## config.mk

```make
export PLATFORM = sky130hd
export DESIGN_NAME = prc_regs
export DESIGN_NICKNAME = d
export VERILOG_FILES = /design/src/hw/prc_pkg.sv /design/src/hw/prc_regs.sv
export SDC_FILE = /design/constraint.sdc
export NUM_CORES = 1
export LEC_CHECK = 0
export ABC_AREA = 1
export BUFFER_PORTS_ARGS = -buffer_cell sky130_fd_sc_hd__buf_2
export CAP_MARGIN = 20
export CORE_AREA = 2 2 87 89
export DETAILED_ROUTE_END_ITERATION = 8
export DIE_AREA = 0 0 89 91
export GPL_ROUTABILITY_DRIVEN = 0
export PLACE_DENSITY_LB_ADDON = 0.25
export SYNTH_ARGS = -nofsm -noshare
export SYNTH_HDL_FRONTEND = slang
export SYNTH_SLANG_ARGS = --single-unit
```

## constraint.sdc

```tcl
create_clock -name MCLK -period 2.2 [get_ports MCLK]
set_input_delay 0 -clock MCLK [delete_from_list [all_inputs] [get_ports MCLK]]
set_output_delay 0 -clock MCLK [all_outputs]
set_load 0.01 [all_outputs]
```

## src/hw/prc_pkg.sv

```systemverilog
// package: frame layout, register addresses and pin control types
package prc_pkg;
  // ------------------------------------------------------------
  // frame layout
  // ------------------------------------------------------------
  localparam int FRAME_W = 16;
  localparam int MSB_POS = 15;
  localparam int ADDR_HI = 14;
  localparam int ADDR_LO = 11;
  localparam int FIELD_W = 11;
  localparam int NCH = 8;
  // ------------------------------------------------------------
  // register addresses
  // ------------------------------------------------------------
  localparam logic [3:0] ADDR_OUT_SELECT = 4'h8;
  localparam logic [3:0] ADDR_POWER_DOWN_REFERENCE_CONTROL = 4'hB;
  localparam logic [3:0] ADDR_OUTPUT_DRIVE_TYPE_CONFIG = 4'hC;
  localparam logic [3:0] ADDR_PIN_TRISTATE_CONFIG = 4'hD;
  // ------------------------------------------------------------
  // field positions and reset values
  // ------------------------------------------------------------
  localparam int GLOBAL_POWER_DOWN_POS = 10;
  localparam int REF_ENABLE_POS = 9;
  localparam logic [10:0] FIELD_RESET = 11'h000;
  typedef enum logic [1:0] {PRC_IDLE = 2'b00, PRC_SHIFT = 2'b01} prc_state_t;
  typedef struct packed {
    logic [NCH-1:0] high_impedance;
    logic [NCH-1:0] open_drain;
    logic [NCH-1:0] push_pull;
  } prc_pin_mode_t;
endpackage

```

## src/hw/prc_regs.sv

```systemverilog
// module: serial-written power, reference and pin drive registers
`timescale 1ns/1ps
module prc_regs
  import prc_pkg::*;
(
  // clock and reset
  input wire logic MCLK,
  input wire logic NRST,
  // serial frame
  input wire logic SCLK,
  input wire logic SYNC_N,
  input wire logic SDI,
  // per-channel role from the pin configuration logic
  input wire logic [NCH-1:0] DAC_CHANNEL,
  // power control
  output logic REF_POWER_UP,
  output logic ADC_POWER_DOWN,
  output logic [NCH-1:0] DAC_POWER_DOWN,
  // pin drive
  output prc_pin_mode_t PIN_MODE,
  // register state
  output logic [FIELD_W-1:0] POWER_DOWN_REFERENCE_CONTROL,
  output logic [FIELD_W-1:0] OUTPUT_DRIVE_TYPE_CONFIG,
  output logic [FIELD_W-1:0] PIN_TRISTATE_CONFIG
);
  // ------------------------------------------------------------
  // reset release
  // ------------------------------------------------------------
  logic rst_s1_q;
  logic rst_n_q;
  always_ff @(posedge MCLK or negedge NRST)
  begin
    if (!NRST)
    begin
      rst_s1_q <= 1'b0;
      rst_n_q <= 1'b0;
    end
    else
    begin
      rst_s1_q <= 1'b1;
      rst_n_q <= rst_s1_q;
    end
  end

  // ------------------------------------------------------------
  // frame capture
  // ------------------------------------------------------------
  // serial pins are taken as synchronous to MCLK; bit shifted on rising SCLK
  logic sclk_q;
  logic [FRAME_W-1:0] shift_q;
  logic [4:0] count_q;
  prc_state_t state_q;
  logic frame_done;
  assign frame_done = (state_q == PRC_SHIFT) && SYNC_N && (count_q == 5'h10);

  always_ff @(posedge MCLK or negedge rst_n_q)
  begin
    if (!rst_n_q)
      sclk_q <= 1'b0;
    else
      sclk_q <= SCLK;
  end

  always_ff @(posedge MCLK or negedge rst_n_q)
  begin
    if (!rst_n_q)
    begin
      state_q <= PRC_IDLE;
      shift_q <= 16'h0000;
      count_q <= 5'h00;
    end
    else
    begin
      case (state_q)
        PRC_IDLE:
        begin
          if (!SYNC_N)
          begin
            state_q <= PRC_SHIFT;
            count_q <= 5'h00;
          end
        end
        PRC_SHIFT:
        begin
          if (SYNC_N)
            state_q <= PRC_IDLE;
          else if (SCLK && !sclk_q && count_q != 5'h10)
          begin
            shift_q <= {shift_q[FRAME_W-2:0], SDI};
            count_q <= count_q + 5'h01;
          end
        end
        default: state_q <= PRC_IDLE;
      endcase
    end
  end

  // ------------------------------------------------------------
  // register writes
  // ------------------------------------------------------------
  // short frames are dropped whole, so a glitched frame never half-writes
  function automatic logic hit(input logic [FRAME_W-1:0] f, input logic [3:0] a);
    hit = !f[MSB_POS] && (f[ADDR_HI:ADDR_LO] == a);
  endfunction

  logic [FIELD_W-1:0] pdref_q;
  logic [FIELD_W-1:0] drive_q;
  logic [FIELD_W-1:0] ts_q;
  logic [NCH-1:0] outsel_q;

  always_ff @(posedge MCLK or negedge rst_n_q)
  begin
    if (!rst_n_q)
    begin
      pdref_q <= FIELD_RESET;
      drive_q <= FIELD_RESET;
      ts_q <= FIELD_RESET;
      outsel_q <= FIELD_RESET[NCH-1:0];
    end
    else if (frame_done)
    begin
      if (hit(shift_q, ADDR_POWER_DOWN_REFERENCE_CONTROL))
        pdref_q <= shift_q[FIELD_W-1:0];
      if (hit(shift_q, ADDR_OUTPUT_DRIVE_TYPE_CONFIG))
        drive_q <= shift_q[FIELD_W-1:0];
      if (hit(shift_q, ADDR_PIN_TRISTATE_CONFIG))
        ts_q <= shift_q[FIELD_W-1:0];
      if (hit(shift_q, ADDR_OUT_SELECT))
        outsel_q <= shift_q[NCH-1:0];
    end
  end

  // ------------------------------------------------------------
  // power and pin control
  // ------------------------------------------------------------
  logic all_down;
  assign all_down = pdref_q[GLOBAL_POWER_DOWN_POS];
  assign ADC_POWER_DOWN = all_down;
  assign REF_POWER_UP = !all_down && pdref_q[REF_ENABLE_POS];
  // non-DAC channels ignore their power-down bit
  assign DAC_POWER_DOWN = all_down ? DAC_CHANNEL
                        : (pdref_q[NCH-1:0] & DAC_CHANNEL);
  // drive type only matters on output-selected pins; three-state overrides both
  assign PIN_MODE.high_impedance = ts_q[NCH-1:0];
  assign PIN_MODE.open_drain = outsel_q & drive_q[NCH-1:0] & ~ts_q[NCH-1:0];
  assign PIN_MODE.push_pull = outsel_q & ~drive_q[NCH-1:0] & ~ts_q[NCH-1:0];
  assign POWER_DOWN_REFERENCE_CONTROL = pdref_q;
  assign OUTPUT_DRIVE_TYPE_CONFIG = drive_q;
  assign PIN_TRISTATE_CONFIG = ts_q;
endmodule

```

==> flow_summary.ini <==
[floorplan]
die_w_um = 89
num_rows = 31
ioPinCount = 80
die_h_um = 91
start_util = 0.437
die_area_mm2 = 0.00810
core_area_mm2 = 0.00714

[yosys]
synthDistinctLibCells = 28
synth_compound_area_frac = 0.128
synthAdderAreaFrac = 0.0160
synth_nets = 358
netlist_instances = 341
synth_simple_gate_area_share = 0.225
synth.cell_area_mm2 = 0.00312
syn_area_per_cell_um2 = 9.15
ys_seq_area_frac = 0.529
synthMuxAreaShare = 0
yosys_warnings = 0
ys_seq_elements = 66
synth_top_family_by_area = simple AND/OR/NAND/NOR gates
synth_xor_xnor_area_share = 0.00281

[job]
cap_viol_max_count = 0

[drt]
via_count = 2394
finalWirelength_um = 6410
drtIter0Drc = 136
drtAntennaViolNets = 0
via_per_inst = 4.60
drcViolationCount = 0
firstDrtPassIters = 5
wl_per_cell_um = 12.3

[sta]
fin_crit_sh = 0.788
fin_worst_skew_ns = 0.0115
setup_tns_ns = 0
setup_viol = 0
fmax_mhz = 577
hold_viol_final = 0
slew_violations = 0
worstMarginPinSlew_ns = 0.608
maxSlewHeadroom = 0.595
rsz0062_at_grt = false
period_needed_ns = 1.73

[critical_path]
critical_path.max_stage_delay_ns = 0.52
worstPathRequired_ns = 2.40
worst-endpoint-arrival_ns = 1.94
slowest_stage = dfrtp_1
path_cells = ha_1, nand3_4, inv_2, nand2_2, nand2_1, o21ai_2
cp_num_buf_inv = 1
worst-setup-path-type = flip-flop to flip-flop
end_kind = flip-flop
startpoint_type = flip-flop
critPathTopFamily = simple AND/OR/NAND/NOR gates
path_max_fanout = 22

[placed_design]
dp_cells = 501
portBuffers = 79
dp_hpwl_um = 4570

[final_layout]
fin_util = 0.530
stdcell_count = 521
antenna_cells = 0
layout-drive-gt1-share = 0.341
finalNetCount = 434
area_growth_syn_to_layout_pct = 21.2

[clock_network]
cts_buffers = 9
cts.reportedPaths.clkPinSlew_ns = 0.07
clock-sinks = 66
clkLatencyLatePin_ns = 0.34
clockRootBuffer = clkbuf_8
cts_max_level = 3
cts_tree = yes
cts_resized = 0
cts_hold_buf = 4
ctsLongestPathBuffers = 2
cts_setup_buffers = 0

[pwr]
p_sw_mw = 1.03
p_seq_frac = 0.475
pwr-share-clk = 0.370
pwr_density_cell_mw_per_mm2 = 878
ir_worst_vdd_mv = 0.550
p_int_mw = 2.29
p_leak_nw = 2.04
switching_share = 0.310
pwr-share-comb = 0.154

[hold_path]
hp-class = primary input to flip-flop

[global_route]
antenna_found_initial = 0
grt_max_degree = 33
grt_use_total = 0.170
grt_pass1_wl_um = 10700
gr-total-overflow = 0
first_global_vias = 2286

[status]
status = complete, no violations
-- cells in the final DEF (no fill, tap or decap), types with 2 or more instances in the layout --
master and instances:
nor2_1 17, buf_4 2, ha_1 4, dlygate4sd3_1 4, bufinv_16 3, clkinv_2 2, o21ai_0 7, nor3_1 11
nand3_1 7, nand2_1 100, buf_2 79, clkbuf_8 9, dfrtp_1 65, nand2_2 13, clkinv_4 2, nor2_4 2
o21ai_1 16, o21a_1 8, o21ai_2 24, inv_1 34
-- worst paths after layout --
check	cells past startpoint	startpoint	to	slack, ns
min in group asynchronous	0	rst_n_q$_DFF_PN0_	POWER_DOWN_REFERENCE_CONTROL[2]$_DFFE_PN0P_	0.28
min reg2reg	0	rst_n_q$_DFF_PN0_	POWER_DOWN_REFERENCE_CONTROL[2]$_DFFE_PN0P_	0.28
max	6	state_q[0]$_DFFE_PN0P_	OUTPUT_DRIVE_TYPE_CONFIG[1]$_DFFE_PN0P_	0.47
max in group asynchronous	1	rst_n_q$_DFF_PN0_	OUTPUT_DRIVE_TYPE_CONFIG[7]$_DFFE_PN0P_	1.29
max reg2reg	6	state_q[0]$_DFFE_PN0P_	OUTPUT_DRIVE_TYPE_CONFIG[1]$_DFFE_PN0P_	0.47
min	4	SYNC_N	count_q[3]$_DFFE_PN0P_	0.05
-- cell families (layout without fill, tap and decap cells) --
| kind of cell | Yosys count | in the layout |
|---|---|---|
| buf+inv | 56 | 137 |
| other cells | 1 | 1 |
| compound gates | 57 | 57 |
| xor+xnor | 1 | 1 |
| fa+ha+maj | 4 | 4 |
| flops | 66 | 66 |
| simple gates | 156 | 156 |
-- tightest hold or removal path, stage by stage --
cell     delay (ns)
buf_2          0.11
a21oi_2        0.10
nand3_1        0.09
nand2_1        0.04
-- per-layer routing --
metal | track usage | wire (um) | vias up
met5 | 0 | 0 | -
met4 | 0.0734 | 125 | 0
met3 | 0.0382 | 269 | 12
met2 | 0.279 | 3200 | 54
met1 | 0.212 | 2810 | 1117
li1 | - | - | 1211
-- cells in the mapped netlist --
| cell | instances | area share |
|---|---|---|
| a21oi_1 | 1 | 0.0016 |
| a21oi_2 | 1 | 0.0028 |
| buf_2 | 2 | 0.0032 |
| buf_4 | 11 | 0.026 |
| buf_6 | 7 | 0.025 |
| clkbuf_1 | 1 | 0.0012 |
| conb_1 | 1 | 0.0012 |
| dfrtp_1 | 66 | 0.53 |
| ha_1 | 4 | 0.016 |
| inv_1 | 34 | 0.041 |
| inv_2 | 1 | 0.0012 |
| nand2_1 | 100 | 0.12 |
| nand2_2 | 13 | 0.026 |
| nand2_4 | 1 | 0.0036 |
| nand3_1 | 7 | 0.011 |
| nand3_4 | 1 | 0.0056 |
| nand3b_1 | 1 | 0.0024 |
| nand4_1 | 1 | 0.0020 |
| nor2_1 | 17 | 0.020 |
| nor2_2 | 1 | 0.0020 |
| nor2_4 | 2 | 0.0072 |
| nor2_8 | 1 | 0.0064 |
| nor3_1 | 11 | 0.018 |
| o21a_1 | 8 | 0.019 |
| o21ai_0 | 7 | 0.011 |
| o21ai_1 | 16 | 0.026 |
| o21ai_2 | 24 | 0.067 |
| xor2_1 | 1 | 0.0028 |
-- power groups by stage --
stage,Clock (mW),Combinational [mW],Sequential (mW)
floorplan,0,0.425,1.53
global placement,0,0.492,1.60
detailed placement,0,0.508,1.61
CTS,1.26,0.522,1.58
global route,1.30,0.589,1.61
finish,1.23,0.513,1.58
-- layout make-up --
class | instances | area [um2]
clock buffer | 9 | 124
clock inverter | 7 | 118
multi-input combinational | 219 | 1160
sequential | 66 | 1650
timing repair buffer | 86 | 470
tap | 99 | 124
fill | 719 | 3350
inverter | 35 | 131
-- registers in the layout, indices dropped and copies added, names as in the netlist --
name and count:
shift_q 16, OUTPUT_DRIVE_TYPE_CONFIG 11, PIN_TRISTATE_CONFIG 11, POWER_DOWN_REFERENCE_CONTROL 11
outsel_q 8, count_q 5, rst_n_q 1, rst_s1_q 1
sclk_q 1, state_q 1
-- stage by stage --
stage / hold WS (ns) / setup slack, ns / power (mW) / instance area, um2
after floorplan: -0.296 / 0.226 / 1.96 / 3120
after global placement: -0.215 / 0.517 / 2.09 / 3500
after detailed placement: -0.214 / 0.467 / 2.11 / 3500
after CTS: 0.0353 / 0.459 / 3.37 / 3780
after global routing: 0.0620 / 0.293 / 3.50 / 3780
final: 0.0503 / 0.467 / 3.32 / 3780
Power figures use the tool's default switching activity.
